File: src/pkg/hfc_map.vh
/*
  Constants for the NAND flash host sequencer: clock rate, pin timing,
  array geometry, address cycle layout, opcodes and request kinds.
  Assumes the includer works on a 25 MHz clock.
*/
`ifndef HFC_MAP_VH
`define HFC_MAP_VH

// Clock
`define HFC_CLK_NS 40

// Pin timing in ns
`define HFC_WE_LOW_NS 40
`define HFC_WE_HIGH_NS 40
`define HFC_SETUP_NS 40
`define HFC_RE_LOW_NS 120
`define HFC_RE_HIGH_NS 40
`define HFC_WB_NS 100

// Busy times in us (page_program_time, block_erase_time)
`define HFC_PROG_US 300
`define HFC_BERS_US 3000
`define HFC_TIMEOUT_MULT 4

// Geometry
`define HFC_PAGE_MAIN 2048
`define HFC_PAGE_SPARE 128
`define HFC_PAGE_BYTES 12'h880
`define HFC_PAGE_WORDS 11'h440
`define HFC_BLK_MAIN_KB 128
`define HFC_BLK_SPARE_KB 8
`define HFC_BLK_PAGES 64
`define HFC_BLOCKS 1024

// Address cycles and field positions
`define HFC_ADDR_CYCLES 2'h3
`define HFC_COL_MSB 11
`define HFC_PAGE_LSB 12
`define HFC_BLOCK_LSB 18
`define HFC_W_COL_MSB 10
`define HFC_W_PAGE_LSB 11

// Request kinds
`define HFC_K_CMD 3'h0
`define HFC_K_ADDR 3'h1
`define HFC_K_WR 3'h2
`define HFC_K_RD 3'h3
`define HFC_K_WAIT 3'h4

// Opcodes
`define HFC_OP_RESET 8'hFF
`define HFC_OP_STATUS 8'h70
`define HFC_OP_PROG 8'h80
`define HFC_OP_RAND_IN 8'h85
`define HFC_OP_REPROG 8'h8B
`define HFC_OP_PROG_GO 8'h10
`define HFC_OP_CACHE_GO 8'h15
`define HFC_OP_ERASE 8'h60
`define HFC_OP_ERASE_GO 8'hD0

// I/O output-enable masks: low byte only, all 16 lines
`define HFC_IO_LOW_OE 16'h00FF
`define HFC_IO_ALL_OE 16'hFFFF

`endif

File: src/rtl/hfc_buf2.v
/*
  Two-entry buffer with valid/ready on both sides.
  Assumes a single clock and that clkEn low freezes it.
*/
`timescale 1ns/1ns
module hfc_buf2 #(
  parameter WIDTH = 16
) (
  // Clock and reset
  input wire ref_clk,
  input wire rst_b,
  input wire clkEn,
  // Fill side
  input wire inValid,
  output wire inReady,
  input wire [WIDTH-1:0] inData,
  // Drain side
  output wire outValid,
  input wire outReady,
  output wire [WIDTH-1:0] outData
);

  reg [WIDTH-1:0] mem_q [0:1];
  reg wrPtr_q;
  reg rdPtr_q;
  reg [1:0] count_q;
  wire push;
  wire pop;

  assign inReady = (count_q != 2'h2);
  assign outValid = (count_q != 2'h0);
  assign outData = mem_q[rdPtr_q];
  assign push = inValid && inReady;
  assign pop = outValid && outReady;

  always @(posedge ref_clk or negedge rst_b) begin
    if (!rst_b) begin
      mem_q[0] <= {WIDTH{1'b0}};
      mem_q[1] <= {WIDTH{1'b0}};
      wrPtr_q <= 1'b0;
      rdPtr_q <= 1'b0;
      count_q <= 2'h0;
    end else if (clkEn) begin
      if (push) begin
        mem_q[wrPtr_q] <= inData;
        wrPtr_q <= ~wrPtr_q;
      end
      if (pop) begin
        rdPtr_q <= ~rdPtr_q;
      end
      if (push && !pop) begin
        count_q <= count_q + 2'h1;
      end else if (pop && !push) begin
        count_q <= count_q - 2'h1;
      end
    end
  end

endmodule

File: src/rtl/hfc_nand_host.v
/*
  Host-side sequencer for an asynchronous NAND flash pin interface.
  Takes one request at a time (command, address, data write, data read,
  wait for ready) and turns it into strobe cycles on the pins.
  Assumes pin inputs are asynchronous to ref_clk; the board resolves the
  I/O lines from ioOut/ioOe and pulls the ready/busy line up.
*/
`timescale 1ns/1ns
`include "hfc_map.vh"

// Notes on behaviour
// Low ready/busy means device busy; wait
// Read strobe low pulses; host never drives then
// Chip select high while idle for standby
// Command latch high during write strobe pulse
// Address latch high during write strobe pulse
// Device latches on write strobe rising edge
// Write protect low blocks program and erase
// Low byte carries commands, addresses, data
// High byte only for x16 data words
// Page is 2048 plus 128 bytes
// Erase block is 128K plus 8K bytes
// 1024 blocks of 64 pages
// One word per read strobe, sequential
// After confirm, device works alone; just wait
// Four address cycles: column, page, block
// Command needs CE low, ALE low, RE high
// While busy only reset and status; strobes high
// Chip select high means strobes are ignored
module hfc_nand_host #(
  parameter BUSY_LIMIT =
    `HFC_BERS_US * 1000 / `HFC_CLK_NS * `HFC_TIMEOUT_MULT
) (
  // Clock and reset
  input wire ref_clk,
  input wire rst_b,
  input wire clkEn,
  // Request port
  input wire opValid,
  output wire opReady,
  input wire [2:0] opKind,
  input wire [27:0] opData,
  // Mode and protection
  input wire wordMode,
  input wire allowWrite,
  // Read data port
  output wire rdValid,
  input wire rdReady,
  output wire [15:0] rdData,
  // Status
  output reg opError_q,
  output wire devBusy,
  // Flash pins
  output reg ceN_q,
  output reg cle_q,
  output reg ale_q,
  output reg weN_q,
  output reg read_strobe_n_q,
  output reg wpN_q,
  output reg [15:0] ioOut_q,
  output reg [15:0] ioOe_q,
  input wire [15:0] ioIn,
  input wire rbN
);

  ////////////////////////////////////////////////////////////////////////
  // States and timing counts

  localparam [6:0] S_IDLE = 7'h01;
  localparam [6:0] S_SETUP = 7'h02;
  localparam [6:0] S_WLO = 7'h04;
  localparam [6:0] S_WHI = 7'h08;
  localparam [6:0] S_RLO = 7'h10;
  localparam [6:0] S_RHI = 7'h20;
  localparam [6:0] S_WAIT = 7'h40;

  // Keeps the low 20 bits of a cycle count on purpose
  function [19:0] cut20;
    input integer n;
    reg [31:0] w;
    begin
      w = n;
      cut20 = w[19:0];
    end
  endfunction

  localparam [19:0] SETUP_CYC =
    cut20((`HFC_SETUP_NS + `HFC_CLK_NS - 1) / `HFC_CLK_NS);
  localparam [19:0] WLO_CYC =
    cut20((`HFC_WE_LOW_NS + `HFC_CLK_NS - 1) / `HFC_CLK_NS);
  localparam [19:0] WHI_CYC =
    cut20((`HFC_WE_HIGH_NS + `HFC_CLK_NS - 1) / `HFC_CLK_NS);
  localparam [19:0] RLO_CYC =
    cut20((`HFC_RE_LOW_NS + `HFC_CLK_NS - 1) / `HFC_CLK_NS);
  localparam [19:0] RHI_CYC =
    cut20((`HFC_RE_HIGH_NS + `HFC_CLK_NS - 1) / `HFC_CLK_NS);
  localparam [19:0] WB_CYC =
    cut20((`HFC_WB_NS + `HFC_CLK_NS - 1) / `HFC_CLK_NS);
  localparam [19:0] LIMIT_CYC = cut20(BUSY_LIMIT);

  ////////////////////////////////////////////////////////////////////////
  // Functions

  // Opcodes that start or confirm array modification
  function isModify;
    input [7:0] op;
    begin
      isModify = (op == `HFC_OP_PROG) || (op == `HFC_OP_RAND_IN) ||
        (op == `HFC_OP_REPROG) || (op == `HFC_OP_PROG_GO) ||
        (op == `HFC_OP_CACHE_GO) || (op == `HFC_OP_ERASE) ||
        (op == `HFC_OP_ERASE_GO);
    end
  endfunction

  // Byte for address cycle idx
  function [7:0] addrByte;
    input [27:0] a;
    input [1:0] idx;
    input wide;
    begin
      case (idx)
        2'h0: addrByte = a[7:0];
        2'h1: addrByte = wide ? {5'h00, a[10:8]} :
          {4'h0, a[`HFC_COL_MSB:8]};
        2'h2: addrByte = wide ? a[18:`HFC_W_PAGE_LSB] :
          a[19:`HFC_PAGE_LSB];
        default: addrByte = wide ? a[26:19] : a[27:20];
      endcase
    end
  endfunction

  ////////////////////////////////////////////////////////////////////////
  // Pin synchronisers

  reg rbS1_q;
  reg rbS2_q;
  reg [15:0] ioS1_q;
  reg [15:0] ioS2_q;

  always @(posedge ref_clk or negedge rst_b) begin
    if (!rst_b) begin
      rbS1_q <= 1'b1;
      rbS2_q <= 1'b1;
      ioS1_q <= 16'h0000;
      ioS2_q <= 16'h0000;
    end else if (clkEn) begin
      rbS1_q <= rbN;
      rbS2_q <= rbS1_q;
      ioS1_q <= ioIn;
      ioS2_q <= ioS1_q;
    end
  end

  assign devBusy = !rbS2_q;

  ////////////////////////////////////////////////////////////////////////
  // Read buffer

  reg bufPush_q;
  reg [15:0] bufData_q;
  wire bufInReady;

  hfc_buf2 #(
    .WIDTH(16)
  ) u_buf (
    .ref_clk(ref_clk),
    .rst_b(rst_b),
    .clkEn(clkEn),
    .inValid(bufPush_q),
    .inReady(bufInReady),
    .inData(bufData_q),
    .outValid(rdValid),
    .outReady(rdReady),
    .outData(rdData)
  );

  ////////////////////////////////////////////////////////////////////////
  // Request gating

  reg [6:0] state_q;
  reg [19:0] cnt_q;
  reg [2:0] kind_q;
  reg [27:0] data_q;
  reg [1:0] idx_q;
  wire isCmd;
  wire busyOk;
  wire colBad;
  wire wpBad;

  assign isCmd = (opKind == `HFC_K_CMD);
  assign busyOk = rbS2_q || (opKind == `HFC_K_WAIT) ||
    (isCmd && ((opData[7:0] == `HFC_OP_RESET) ||
    (opData[7:0] == `HFC_OP_STATUS)));
  // Column beyond page end
  assign colBad = (opKind == `HFC_K_ADDR) && (wordMode ?
    (opData[`HFC_W_COL_MSB:0] >= `HFC_PAGE_WORDS) :
    (opData[`HFC_COL_MSB:0] >= `HFC_PAGE_BYTES));
  assign wpBad = isCmd && isModify(opData[7:0]) && !allowWrite;
  // No read starts without buffer room, so no word is lost
  assign opReady = clkEn && (state_q == S_IDLE) && busyOk && !bufPush_q &&
    ((opKind != `HFC_K_RD) || bufInReady);

  ////////////////////////////////////////////////////////////////////////
  // Sequencer

  always @(posedge ref_clk or negedge rst_b) begin
    if (!rst_b) begin
      state_q <= S_IDLE;
      cnt_q <= 20'h00000;
      kind_q <= `HFC_K_CMD;
      data_q <= 28'h0000000;
      idx_q <= 2'h0;
      ceN_q <= 1'b1;
      cle_q <= 1'b0;
      ale_q <= 1'b0;
      weN_q <= 1'b1;
      read_strobe_n_q <= 1'b1;
      wpN_q <= 1'b0;
      ioOut_q <= 16'h0000;
      ioOe_q <= 16'h0000;
      opError_q <= 1'b0;
      bufPush_q <= 1'b0;
      bufData_q <= 16'h0000;
    end else if (clkEn) begin
      opError_q <= 1'b0;
      bufPush_q <= 1'b0;
      wpN_q <= allowWrite;
      case (state_q)
        S_IDLE: begin
          ceN_q <= 1'b1;
          cle_q <= 1'b0;
          ale_q <= 1'b0;
          ioOe_q <= 16'h0000;
          if (opValid && opReady) begin
            if (wpBad || colBad) begin
              opError_q <= 1'b1;
            end else if (opKind == `HFC_K_WAIT) begin
              cnt_q <= WB_CYC - 20'h00001;
              idx_q <= 2'h0;
              state_q <= S_WAIT;
            end else begin
              kind_q <= opKind;
              data_q <= opData;
              idx_q <= 2'h0;
              ceN_q <= 1'b0;
              cle_q <= isCmd;
              ale_q <= (opKind == `HFC_K_ADDR);
              cnt_q <= SETUP_CYC - 20'h00001;
              state_q <= S_SETUP;
              if (opKind == `HFC_K_RD) begin
                ioOe_q <= 16'h0000;
              end else if (opKind == `HFC_K_WR) begin
                ioOut_q <= wordMode ? opData[15:0] :
                  {8'h00, opData[7:0]};
                ioOe_q <= wordMode ? `HFC_IO_ALL_OE :
                  `HFC_IO_LOW_OE;
              end else begin
                ioOut_q <= {8'h00, (opKind == `HFC_K_ADDR) ?
                  addrByte(opData, 2'h0, wordMode) :
                  opData[7:0]};
                ioOe_q <= `HFC_IO_LOW_OE;
              end
            end
          end
        end
        S_SETUP: begin
          if (cnt_q != 20'h00000) begin
            cnt_q <= cnt_q - 20'h00001;
          end else if (kind_q == `HFC_K_RD) begin
            read_strobe_n_q <= 1'b0;
            cnt_q <= RLO_CYC - 20'h00001;
            state_q <= S_RLO;
          end else begin
            weN_q <= 1'b0;
            cnt_q <= WLO_CYC - 20'h00001;
            state_q <= S_WLO;
          end
        end
        S_WLO: begin
          if (cnt_q != 20'h00000) begin
            cnt_q <= cnt_q - 20'h00001;
          end else begin
            weN_q <= 1'b1;
            cnt_q <= WHI_CYC - 20'h00001;
            state_q <= S_WHI;
          end
        end
        S_WHI: begin
          if (cnt_q != 20'h00000) begin
            cnt_q <= cnt_q - 20'h00001;
          end else if (kind_q == `HFC_K_ADDR &&
              idx_q != `HFC_ADDR_CYCLES) begin
            idx_q <= idx_q + 2'h1;
            ioOut_q <= {8'h00, addrByte(data_q, idx_q + 2'h1,
              wordMode)};
            weN_q <= 1'b0;
            cnt_q <= WLO_CYC - 20'h00001;
            state_q <= S_WLO;
          end else begin
            cle_q <= 1'b0;
            ale_q <= 1'b0;
            ioOe_q <= 16'h0000;
            state_q <= S_IDLE;
          end
        end
        S_RLO: begin
          if (cnt_q != 20'h00000) begin
            cnt_q <= cnt_q - 20'h00001;
          end else begin
            read_strobe_n_q <= 1'b1;
            bufData_q <= wordMode ? ioS2_q :
              {8'h00, ioS2_q[7:0]};
            bufPush_q <= 1'b1;
            cnt_q <= RHI_CYC - 20'h00001;
            state_q <= S_RHI;
          end
        end
        S_RHI: begin
          if (cnt_q != 20'h00000) begin
            cnt_q <= cnt_q - 20'h00001;
          end else begin
            state_q <= S_IDLE;
          end
        end
        S_WAIT: begin
          // Strobes stay high throughout
          if (cnt_q != 20'h00000 && idx_q == 2'h0) begin
            cnt_q <= cnt_q - 20'h00001;
          end else if (idx_q == 2'h0) begin
            idx_q <= 2'h1;
            cnt_q <= LIMIT_CYC;
          end else if (rbS2_q) begin
            state_q <= S_IDLE;
          end else if (cnt_q == 20'h00000) begin
            opError_q <= 1'b1;
            state_q <= S_IDLE;
          end else begin
            cnt_q <= cnt_q - 20'h00001;
          end
        end
        default: begin
          state_q <= S_IDLE;
        end
      endcase
    end
  end

endmodule

File: config.mk
export PLATFORM = sky130hd
export DESIGN_NAME = hfc_nand_host
export DESIGN_NICKNAME = d
export VERILOG_FILES = /design/src/rtl/hfc_buf2.v /design/src/rtl/hfc_nand_host.v
export VERILOG_INCLUDE_DIRS = /design/src /design/src/pkg
export SDC_FILE = /design/constraint.sdc
export NUM_CORES = 1
export LEC_CHECK = 0
export BUFFER_PORTS_ARGS = -buffer_cell sky130_fd_sc_hd__buf_2
export CAP_MARGIN = 20
export CORE_MARGIN = 5
export CORE_UTILIZATION = 40
export CTS_BUF_LIST = sky130_fd_sc_hd__clkbuf_4
export DETAILED_ROUTE_END_ITERATION = 8
export PLACE_DENSITY_LB_ADDON = 0.12
export SETUP_SLACK_MARGIN = 0.15
export SYNTH_ARGS = -nofsm -noshare
export SYNTH_HDL_FRONTEND = slang
export SYNTH_HIERARCHICAL = 1
export SYNTH_SLANG_ARGS = --single-unit
export TNS_END_PERCENT = 30
File: constraint.sdc
create_clock -name ref_clk -period 2.3 [get_ports ref_clk]
set_clock_uncertainty 0.15 [all_clocks]
set_input_delay 0.23 -clock ref_clk [delete_from_list [all_inputs] [get_ports ref_clk]]
set_output_delay 0.23 -clock ref_clk [all_outputs]
set_load 0.05 [all_outputs]
**Word-level counts from Yosys, hierarchy flattened**

Index checks and enable logic that the tools add are counted.

- Word-level logic and storage cells: 246
- Output and inout bits: 58
- Memories kept: 0
- Bits of input ports: 55
- ROM bits: 0
- Bits in latches: 0
- RAM bits: 0
- Register bits: 186

- $lt $le $gt $ge: 5
- Shift-type cells: 0
- Eq/ne operators: 48
- $mul: 0
- Bitwise operators: 7
- Divide/modulo/power cells: 0
- Reductions and logical operators: 58
- Add/sub/neg operators: 4
- Multiplexer cells: 99

Operators by type and width:

| operator | number |
|---|---|
| 2-to-1 mux 16 bit | 21 |
| 2-to-1 mux 20 bit | 11 |
| one-hot mux 20 bit (6 select lines) | 1 |
| 2-to-1 mux 7 bit | 12 |
| one-hot mux 16 bit (2 select lines) | 2 |
| one-hot mux 7 bit (7 select lines) | 1 |
| equality test 8 bit, second input constant | 5 |
| != test 2 bit, second input constant | 18 |
| bitwise mux 32 bit | 1 |
| 2-to-1 mux 1 bit | 27 |
| one-hot mux 8 bit (3 select lines) | 1 |
| AND reduction 8 bit | 3 |
| logical NOT 20 bit | 1 |
| 2-to-1 mux 2 bit | 10 |
| nonzero test 20 bit | 1 |
| subtractor 20 x 1 -> 20 bit, second input constant | 1 |
| demux 16 bit (select 1 bit) | 1 |
| equality test 8 x 5 -> 1 bit, second input constant | 2 |
| equality test 8 x 7 -> 1 bit, second input constant | 2 |
| logical AND 1 bit | 16 |
| 2-to-1 mux 8 bit | 2 |
| >= comparator 12 bit, second input constant | 1 |
| >= comparator 11 bit, second input constant | 1 |
| logical OR 1 bit | 11 |
| other kinds (41) | 69 |

**Depth between registers and ports, before layout**

Gate-level depths: netlist of the first run.

- Word-level depth: 13
- Mapped depth: 10
- Depth with buffers taken out: 9

**Cells and area by module**

Netlist of the first run, hierarchy kept.

By module, submodules not included:

| module | cells an instance | area each (um^2) | instances |
|---|---|---|---|
| hfc_nand_host | 659 | 6932.9 | 1 |
| hfc_buf2 | 105 | 1665.3 | 1 |

**Worst setup path before layout of the first run**

No wires, ideal clock.

- Path type: register to register
- Start point: reg cnt_q[14]
- End point: reg state_q[3]
- Stages on the path, launching flop included: 7
- Data required time: 2025 ps
- Path buffers: 0
- Period minus slack after synthesis: 2528 ps
- Arrival time: 2254 ps
- Setup time: 125 ps
- Slack: -228 ps
- Path through: dfrtp_1 > or3_4 > or4_4 > nor3_4 > o211ai_1 > a21oi_4 > mux2_2

- Longest elaborated chain between the ends: 4
- Elaborated cells on any way between the ends: 11
- Those cells by class: eq/ne: 7; reduce/logical: 4

RTL lines:

| element | RTL line | source |
|---|---|---|
| from (decl) | hfc_nand_host.v:181 | `reg [19:0] cnt_q;` |
| from (signal assigned) | hfc_nand_host.v:238 | `cnt_q <= WB_CYC - 20'h00001;` |
| from (signal assigned) | hfc_nand_host.v:248 | `cnt_q <= SETUP_CYC - 20'h00001;` |
| from (signal assigned) | hfc_nand_host.v:268 | `cnt_q <= cnt_q - 20'h00001;` |
| nonzero test 20 bit | n/a |  |
| logical AND 1 bit | hfc_nand_host.v:327 | `if (cnt_q != 20'h00000 && idx_q == 2'h0) begin` |
| != test 2 bit (no line) | n/a |  |
| AND reduction 11 bit (no line) (*) | n/a |  |
| to (signal assigned) | hfc_nand_host.v:272 | `state_q <= S_RLO;` |
| to (signal assigned) | hfc_nand_host.v:285 | `state_q <= S_WHI;` |
| to (signal assigned) | hfc_nand_host.v:322 | `state_q <= S_IDLE;` |
| to (decl) | hfc_nand_host.v:180 | `reg [6:0] state_q;` |

Every way passes the cells marked *; elsewhere a longest branch is shown, timed or not.
A chain may end at the register's enable or synchronous reset.

**Final worst setup path of the first run**

- Start point: reg cnt_q[13]
- End point: reg weN_q

- Longest elaborated chain between the ends: 3
- Elaborated cells on any way between the ends: 5
- Those cells by class: eq/ne: 3; reduce/logical: 2

RTL lines:

| element | RTL line | source |
|---|---|---|
| nonzero test 20 bit (*) | hfc_nand_host.v:267, hfc_nand_host.v:280, hfc_nand_host.v:289 |  |
| != test 2 bit (no line) | n/a |  |
| AND reduction 7 bit (no line) (*) | n/a |  |
| to (signal assigned) | hfc_nand_host.v:274 | `weN_q <= 1'b0;` |
| to (signal assigned) | hfc_nand_host.v:283 | `weN_q <= 1'b1;` |
| to (signal assigned) | hfc_nand_host.v:296 | `weN_q <= 1'b0;` |
| to (decl) | hfc_nand_host.v:57 | `output reg weN_q,` |

Marked as above.

==> results of run 1 <==
## metal layers
| metal | global-route usage (%) | routed length, um | part of all wire [%] |
|---|---|---|---|
| met4 | 6.45 | 450 | 1.9 |
| met5 | 0 | 0 | 0 |
| met3 | 3.48 | 1150 | 4.9 |
| met2 | 32.0 | 11300 | 48 |
| met1 | 26.0 | 10700 | 45 |
## report_power, final
part | switching [W] | internal, W | total, W | leakage (nW)
registers | 0.000364 | 0.00351 | 0.00387 | 2.24
clock network | 0.00123 | 0.000488 | 0.00172 | 0.149
logic | 0.00196 | 0.00177 | 0.00372 | 3.35
total | 0.00355 | 0.00576 | 0.00931 | 5.74
## worst paths after layout
| path | startpoint | end | slack [ns] | cells after the start |
|---|---|---|---|---|
| max | cnt_q[13] | weN_q | -0.34 | 8 |
| min | rst_b | u_buf/mem_q[25] | 0.04 | 2 |
| max reg2reg | cnt_q[13] | weN_q | -0.34 | 8 |
| min reg2reg | ioS2_q[7] | bufData_q[7] | 0.35 | 1 |
| max in group asynchronous | rst_b | weN_q | 1.19 | 3 |
| min in group ref_clk | opData[6] | ioOut_q[6] | 0.05 | 4 |
## repair_timing
item | 4_1_cts | 5_1_grt
resized for setup | 121 | 84
cloned | 3 | 1
endpoints found under the hold margin | 244 | 0
pin swaps | 38 | 21
setup buffers | 17 | 5
hold buffers | 55 | 0
setup endpoints to repair | 117 | 118
## registers in the layout (all words and copies together), names as in the netlist, 2 cells and up
signal / flops
bufData_q: 16
cnt_q: 20
data_q: 28
idx_q: 2
ioOe_q: 2
ioOut_q: 16
ioS1_q: 16
ioS2_q: 16
kind_q: 3
state_q: 7
u_buf/count_q: 2
u_buf/mem_q: 32
## synthesized netlist by cell type, types with 12 or more instances
cell	instances	area, sq um
nand3_1	12	60.1
nor2_1	39	146
inv_1	25	93.8
buf_4	15	113
mux2_1	24	270
o21ai_0	53	265
mux2_2	88	991
nor3_1	15	75.1
dfrtp_1	166	4150
a21oi_1	30	150
a31oi_1	12	75.1
nand2_1	73	274
## critical path: cells and delay by family (launching register included)
kind | cells | cell delay [ns]
AO/OA/AOI/OAI | 3 | 0.66
buffers and inverters | 1 | 0.16
flip-flops | 1 | 0.41
AND/OR/NAND/NOR | 4 | 1.19
## area by class of cell
cell class                      count  area, sq um
Fill cell                        1833         9060
Clock inverter                     15          146
Sequential cell                   172         4310
Antenna cell                        1         2.50
Inverter                           25         93.8
Timing Repair Buffer              311         2590
Tap cell                          275          344
Clock buffer                       17          128
Multi-Input combinational cell    524         4410
## per-stage QoR
stage | hold WS (ns) | instance area [sq um] | TNS [ns] | instances | utilization, %
2_1_floorplan | -0.216 | 8630 | -6.09 | 764 | -
3_3_place_gp | 0.129 | 10200 | -23.20 | 1226 | 48.5
3_5_place_dp | 0.137 | 10200 | -24.37 | 1226 | 48.5
4_1_cts | 0.00224 | 11700 | -20.96 | 1333 | 55.3
5_1_grt | 0.0361 | 12000 | -30.69 | 1340 | 57.0
6_report | 0.0446 | 12000 | -23.25 | 1340 | 57.0
## cells by family (layout without fill, tap and decap cells)
family,after synthesis,in the layout,share of synthesized area [%]
other,0,1,0
muxes,131,131,17.5
and+or+nand+nor,212,212,13.5
xor gates and xnor gates,7,7,0.713
adders and majority gates,8,8,1.16
buffers and inverters,69,368,4.32
DFF,172,172,50.1
AOI/OAI and AO/OA,165,166,12.7
==> impl_metrics.toml, run 1 <==
[logic_synthesis]
synth_ff_type = "dfrtp_1"
synth-edff-count = 0
synth-seq-area-share_pct = 50.1
synth_cell_type_count = 83
synth_cells = 764
synth_fp_nets = 827
ys_warn_count = 6
postSynthRegisterBits = 172
async_flop_share_pct = 100
synth_area_sq_um = 8600
avgSynthCellArea_sq_um = 11.3

[floorplan]
start_util_pct = 40.8
dieArea_sq_um = 24500
num_io_pins = 113
core_sq_um = 21100
num_rows = 53
die_w_um = 157
die_h_um = 157

[timing]
min_period_ns = 2.64
hold_violations = 0
rsz0062_at_grt = "yes"
worst_slew_pin_slew_ns = 0.639
worst_slack_ns = -0.339
fin_crit_sh_pct = 115
fmax_ghz = 0.379
finalMaxSlewViolations = 0
finalSetupViolations = 101
slew_headroom_pct = 57.4

[hold_path]
holdCritPathClass = "input port to async pin"

[detailed_routing]
wire_per_inst_um = 17.7
drt_iter0_markers = 395
dr.pass1.iters = 5
drc = 0
via_per_inst = 5.25
dr_total_vias = 7034
drt-total-wl_mm = 23.7
postRouteAntennaNets = 0

[cells_and_area]
drive_above_1_share_pct = 47.7
final_cell_mix = "dfrtp_1 (165), buf_4 (115), buf_2 (94), mux2_2 (71), nand2_1 (65)"
area_growth_pct = 39.8
final_common_cell = "dfrtp_1"
fin_nets = 1114

[grt]
antenna_found_initial = 1
grt_pass1_vias = 7108
grt_overflow = 0
grt_usage_pct = 19.4
grt_pass1_wl_mm = 37.5
grt_max_degree = 67

[clock_tree]
cts_buffers = 17
clkLatencyLatePin_ns = 0.58
clk_pin_slew_ns = 0.17
clock_path_buffers = 2
cts_tree = "built"
root_buffer = "clkbuf_4"
htreeDepth = 4
clock_sinks = 172

[power]
powerDensity_nw_per_um2 = 775
power_w = 0.00931
ir_drop_v = 0.000495
leakagePower_nw = 5.74

[worst_setup_path]
startpoint_type = "flip-flop"
path_class = "flip-flop to flip-flop"
path_cells = "or3_4 > or4_4 > nor3_4 > o211ai_1 > a21oi_4 > buf_4 > nand2_2 > a22o_1"
critPathCaptureType = "flip-flop"
worst_path_max_delay_cell = "or4_4"
critPathMaxStageDelay_ns = 0.54
required_ns = 2.67
path_max_fanout = 6
arrival_ns = 3.01

[placement]
pre_cts_ws_ns = -0.396
gp_congestion = 0.866
portBuffers = 112
hpwlAfterDp_mm = 16.3

[outcome]
outcome = "complete, but fails checks"
violations = "negative setup slack"

[flow_run]
cap_violations = 0
Power figures use the tool's default switching activity.
==> run 2, diff against run 1 <==
--- a/config.mk
+++ b/config.mk
@@ -12,6 +12,7 @@
 export CORE_UTILIZATION = 40
 export CTS_BUF_LIST = sky130_fd_sc_hd__clkbuf_4
 export DETAILED_ROUTE_END_ITERATION = 8
+export MAX_ROUTING_LAYER = met4
 export PLACE_DENSITY_LB_ADDON = 0.12
 export SETUP_SLACK_MARGIN = 0.15
 export SYNTH_ARGS = -nofsm -noshare
==> run 2 against run 1 <==
  * The run still ends with negative setup slack left
  * Register-to-register slack about the same
  * Final cell count about the same
  * Hold slack improved by 0.0079 ns
  * Critical endpoint is now cnt_q[9]
==> impl_metrics.toml, run 2 (synthesis gave the netlist of run 1 again) <==
[floorplan]
core_sq_um = 21100
num_io_pins = 113
num_rows = 53
start_util_pct = 40.8
dieArea_sq_um = 24500
die_h_um = 157
die_w_um = 157

[worst_setup_path]
startpoint_type = "flip-flop"
worst_path_max_delay_cell = "or4_4"
critPathTopFamily = "simple AND/OR/NAND/NOR gates"
worst_r2r_endpoint = "cnt_q[9]"
path_max_fanout = 7
path_buf_inv = 1
path_class = "flip-flop to flip-flop"
r2r_setup_slack_ns = -0.34
r2r_cells = 8
worstReg2RegStart = "cnt_q[13]"
critPathCaptureType = "flip-flop"
path_cells = "or3_4 > or4_4 > or3_4 > a21oi_4 > buf_4 > nor2_1 > o21ai_1 > o21ai_1"
critPathMaxStageDelay_ns = 0.55
required_ns = 2.64
arrival_ns = 2.98

[outcome]
violations = "negative setup slack"
outcome = "complete, but fails checks"

[flow_run]
cap_violations = 0

[cells_and_area]
final_util_pct = 57.4
nFillCells = 1793
final_common_cell = "dfrtp_1"
fin_nets = 1112
final_cell_mix = "dfrtp_1 (165), buf_4 (113), buf_2 (95), mux2_2 (71), nand2_1 (60)"
regMostFlops = "u_buf/mem_q"
regArea_sq_um = 4310
reg_top3 = "u_buf/mem_q: 32 flops, data_q: 28 flops, cnt_q: 20 flops"
multi_input_area_sq_um = 4480
largest_reg_flops = 32
drive_above_1_share_pct = 47.8
fin_cells = 1339
area_growth_pct = 40.7

[grt]
grt_max_degree = 53
grt_pass1_wl_mm = 37.6
grt_overflow = 0
antenna_found_initial = 2
grt_usage_pct = 20.0
grt_pass1_vias = 7110

[detailed_routing]
dr_total_vias = 7062
via_per_inst = 5.27
drc = 0
postRouteAntennaNets = 0
drt-total-wl_mm = 23.9
wire_per_inst_um = 17.8
drt_iter0_markers = 430
dr.pass1.iters = 6

[power]
ir_drop_v = 0.000437
powerDensity_nw_per_um2 = 785
power_w = 0.00950
leakagePower_nw = 5.76

[clock_tree]
clock_sinks = 172
htreeDepth = 4
clk_pin_slew_ns = 0.17
cts_buffers = 17
cts_tree = "built"
root_buffer = "clkbuf_4"
clock_path_buffers = 2
clkLatencyLatePin_ns = 0.58

[timing]
rsz0062_at_grt = "yes"
fmax_ghz = 0.379
setup_tns_ns = -20.63
min_period_ns = 2.64
finalSetupViolations = 100
fin_crit_sh_pct = 115
hold_violations = 0
slew_headroom_pct = 63.7
worst_slew_pin_slew_ns = 0.540
finalMaxSlewViolations = 0
worst_slack_ns = -0.341

[hold_path]
whs_path_depth = 4
hp-start = "opData[2]"
worstHoldEndpoint = "ioOut_q[2]"
holdCritPathClass = "input port to flip-flop"

[placement]
portBuffers = 112
hpwlAfterDp_mm = 16.4
gp_congestion = 0.902
placedCellCount = 1224
run 2: cell count changes in the layout (fill, tap and decap cells not counted), sizes merged:
cell,change
clkinv,-4
bufinv,+2
clkbuf,-2
clkinvlp,+2
diode,+1
dlygate4sd3,+1
o21a,-1
run 2: metal layers:
layer	global-route usage (%)	vias up	wire (um)
met2	31.7	191	11600
met4	5.62	0	444
met1	26.6	3496	10700
met3	3.54	38	1120
met5	-	-	0
li1	-	3337	-
run 2: worst max path at each step:
| stage | startpoint | to | slack (ns) | depth (start not counted) |
|---|---|---|---|---|
| 5_1_grt | cnt_q[13] | cnt_q[5] | -0.41 | 8 |
| 3_5_place_dp | opKind[1] | cnt_q[1] | -0.35 | 7 |
| 2_1_floorplan | cnt_q[14] | state_q[3] | -0.21 | 6 |
| 4_1_cts | cnt_q[13] | cnt_q[7] | -0.29 | 7 |
| 3_3_place_gp | opKind[1] | cnt_q[1] | -0.35 | 7 |
| 6_report | cnt_q[13] | cnt_q[9] | -0.34 | 8 |
run 2: what timing repair did:
action                                  4_1_cts  5_1_grt
hold buffers                                 56        0
resized for setup                           117      102
endpoints found under the setup margin      116      112
pin swaps                                    13       31
cloned                                        3        0
setup buffers                                11       11
endpoints found under the hold margin       244        0
run 2: worst reg2reg max path, cell delays in order, from the launching register on:
cell and delay (ns):
dfrtp_1 0.41, or3_4 0.39, or4_4 0.55, or3_4 0.39, a21oi_4 0.27, buf_4 0.17, nor2_1 0.04, o21ai_1 0.11
o21ai_1 0.08
run 2: layout make-up:
cell class / count / area share [%]
well taps: 275 / 2.85
clock buffers: 17 / 1.06
flip-flops and latches: 172 / 35.7
repair buffers: 310 / 21.2
inverters: 25 / 0.776
multi-input cells: 523 / 37.0
diodes: 2 / 0.0414
clock inverters: 15 / 1.45
run 2: power by group:
group	total, W	switching, W	leakage, nW	internal, W
combinational	0.00374	0.00200	3.36	0.00174
sequential	0.00387	0.000363	2.24	0.00351
clock	0.00188	0.00120	0.155	0.000685
total	0.00950	0.00356	5.76	0.00594
run 2: stage by stage:
stage	worst slack [ns]	hold WS [ns]	instance area (sq um)
5_1_grt	-0.406	0.0321	12100
3_5_place_dp	-0.345	0.0706	10200
2_1_floorplan	-0.209	-0.216	8630
6_report	-0.341	0.0525	12100
3_3_place_gp	-0.348	0.0640	10200
4_1_cts	-0.289	0.00864	11600
==> run 3, diff against run 2 <==
--- a/config.mk
+++ b/config.mk
@@ -6,6 +6,7 @@
 export SDC_FILE = /design/constraint.sdc
 export NUM_CORES = 1
 export LEC_CHECK = 0
+export ABC_AREA = 1
 export BUFFER_PORTS_ARGS = -buffer_cell sky130_fd_sc_hd__buf_2
 export CAP_MARGIN = 20
 export CORE_MARGIN = 5
==> run 3 against run 2 <==
  * The flow now finishes without violations
  * Register-to-register slack better by 0.47 ns
  * Sequential share of layout area is 1.7 points higher
  * Final cell count up 27%
  * Fmax up 18%
  * Critical path depth is the same
  * Cell area shrank 4.3%
  * Count of clock-buffer cells in the layout did not move
  * Largest power group is now combinational logic
==> impl_metrics.toml, run 3 <==
[outcome]
outcome = "finished, final reports clean"

[detailed_routing]
via_per_inst = 4.86
postRouteAntennaNets = 0
dr.pass1.iters = 5
drt_iter0_markers = 579
drt-total-wl_mm = 25.5
drc = 0
dr_total_vias = 8294
wire_per_inst_um = 14.9

[grt]
grt_usage_pct = 19.8
antenna_found_initial = 1
grt_max_degree = 75
grt_pass1_wl_mm = 40.6
grt_pass1_vias = 7852
grt_overflow = 0

[cells_and_area]
fin_nets = 1470
final_cell_mix = "nand2_1 (440), dfrtp_1 (158), inv_1 (105), buf_2 (105), nor2_1 (86)"
reg_top3 = "u_buf/mem_q: 32 flops, data_q: 28 flops, cnt_q: 20 flops"
regArea_sq_um = 4320
regMostFlops = "u_buf/mem_q"
area_growth_pct = 27.3
multi_input_area_sq_um = 4250
largest_reg_flops = 32
nFillCells = 2196
drive_above_1_share_pct = 23.0
final_common_cell = "nand2_1"

[worst_setup_path]
path_max_fanout = 4
required_ns = 1.92
startpoint_type = "flip-flop"
r2r_setup_slack_ns = 0.13
arrival_ns = 1.87
critPathLaunch = "state_q[4]"
critPathCaptureType = "primary output"
path_class = "flip-flop to primary output"
worstReg2RegStart = "state_q[2]"

[logic_synthesis]
synth_cells = 1211
synth_most_common_cell = "nand2_1"
synth-edff-count = 0
synthTopCellsByArea = "dfrtp_1 (46%), nand2_1 (19%), inv_1 (4.5%)"
synth_cell_type_count = 40
synth_area_sq_um = 9090
postSynthRegisterBits = 172
synth_top_area_share_pct = 45.7
synthTopCellsByCount = "nand2_1 (464), dfrtp_1 (166), inv_1 (109)"
synth-seq-area-share_pct = 47.4
yosysTopAreaCell = "dfrtp_1"
ys_warn_count = 6
synth_ff_type = "dfrtp_1"
synth_fp_nets = 1274
avgSynthCellArea_sq_um = 7.51
async_flop_share_pct = 100

[timing]
min_period_ns = 2.25
setup_tns_ns = 0
finalMaxSlewViolations = 0
finalSetupViolations = 0
hold_violations = 0
rsz0062_at_grt = "yes"
worst_slack_ns = 0.0535
slew_headroom_pct = 52.1
fin_crit_sh_pct = 97.7
fmax_ghz = 0.445
worst_slew_pin_slew_ns = 0.719

[floorplan]
dieArea_sq_um = 25800
die_h_um = 161
num_rows = 55
num_io_pins = 113
start_util_pct = 40.4
die_w_um = 161
core_sq_um = 22500

[placement]
hpwlAfterDp_mm = 16.8
portBuffers = 112
pre_cts_ws_ns = 0.0316
gp_congestion = 0.870

[clock_tree]
clock_sinks = 172
clkLatencyLatePin_ns = 0.57
cts_tree = "built"
clock_path_buffers = 2
clk_pin_slew_ns = 0.17
cts_buffers = 17
root_buffer = "clkbuf_4"
htreeDepth = 4

[power]
clockPowerShare_pct = 12.9
p_int_w = 0.00724
combPwrFrac_pct = 57.6
ir_drop_v = 0.000703
leakagePower_nw = 6.25
powerDensity_nw_per_um2 = 1240
p_seq_share_pct = 29.5
p_sw_share_pct = 49.5
net-switching-power_w = 0.00709

[hold_path]
hp-start = "opKind[2]"
holdCritPathClass = "input port to flip-flop"

[flow_run]
cap_violations = 0
run 3: cell types whose count changed in the layout (fill, tap and decap cells not counted), moves of 39 or more:
cell and delta:
nand2_1 +380, inv_1 +80, mux2_2 -71, buf_4 -69, nor2_1 +52, mux2_4 -51
o21ai_0 +46, nand3_1 +39, nand4_1 +39
run 3: power by group through the flow:
stage	clock network [W]	registers [W]	logic (W)
2_1_floorplan	0	0.00452	0.00487
3_3_place_gp	0	0.00421	0.00669
3_5_place_dp	0	0.00423	0.00674
4_1_cts	0.00192	0.00417	0.00701
5_1_grt	0.00205	0.00432	0.00916
6_report	0.00184	0.00423	0.00826
run 3: worst paths after layout:
kind                                        end  cells after the start
worst max register to register      ioOut_q[12]                     10
worst max-delay path                    opReady                      8
min in group asynchronous       u_buf/mem_q[17]                      3
worst min-delay path                 ioOe_q[14]                      4
max in group asynchronous             cnt_q[11]                      3
worst min register to register            weN_q                      2
run 3: through the flow:
stage               instance area, sq um  std cells  total power, W  util [%]  hold WS, ns
floorplan                           9090       1211         0.00939         -       -0.216
global placement                    9920       1579          0.0109      44.1      0.00574
detailed placement                  9920       1579          0.0110      44.1       0.0109
CTS                                10900       1677          0.0131      48.6       0.0238
global route                       11600       1706          0.0155      51.4      0.00190
finish                             11600       1706          0.0143      51.4       0.0425
run 3: area by class of cell:
cell class	count	share of cell area (%)
Multi-Input combinational cell	855	36.8
Sequential cell	172	37.4
Tap cell	285	3.08
Inverter	125	4.14
Timing Repair Buffer	236	16.0
Clock inverter	15	1.52
Antenna cell	1	0.0216
Clock buffer	17	1.10
run 3: what timing repair did:
item	4_1_cts	5_1_grt
endpoints found under the setup margin	62	93
hold buffers	64	0
gates resized for setup	11	107
pin swaps	3	40
hold endpoints to repair	246	0
buffers inserted	1	24
cloned	1	4
run 3: kinds of logic (layout without fill, tap and decap cells):
kind of cell | after synthesis | after routing | synth area share [%]
flops | 172 | 172 | 47.4
xor+xnor | 12 | 12 | 1.16
buf+inv | 186 | 393 | 9.39
simple gates | 703 | 705 | 33.0
compound gates | 130 | 130 | 7.94
fa+ha+maj | 8 | 8 | 1.10
other cells | 0 | 1 | 0
run 3: layer usage:
layer / share of wire [%] / global-route usage (%)
met1: 49 / 28.7
met2: 45 / 29.4
met3: 4.1 / 3.34
met4: 1.3 / 4.42
met5: 0 / -
run 3: critical path: stages (launching register included):
cell     delay, ns
dfrtp_2       0.46
nor2_4        0.14
nand2_4       0.10
inv_4         0.07
nand3_4       0.07
nor2_4        0.16
nand2_2       0.07
inv_2         0.08
buf_8         0.14
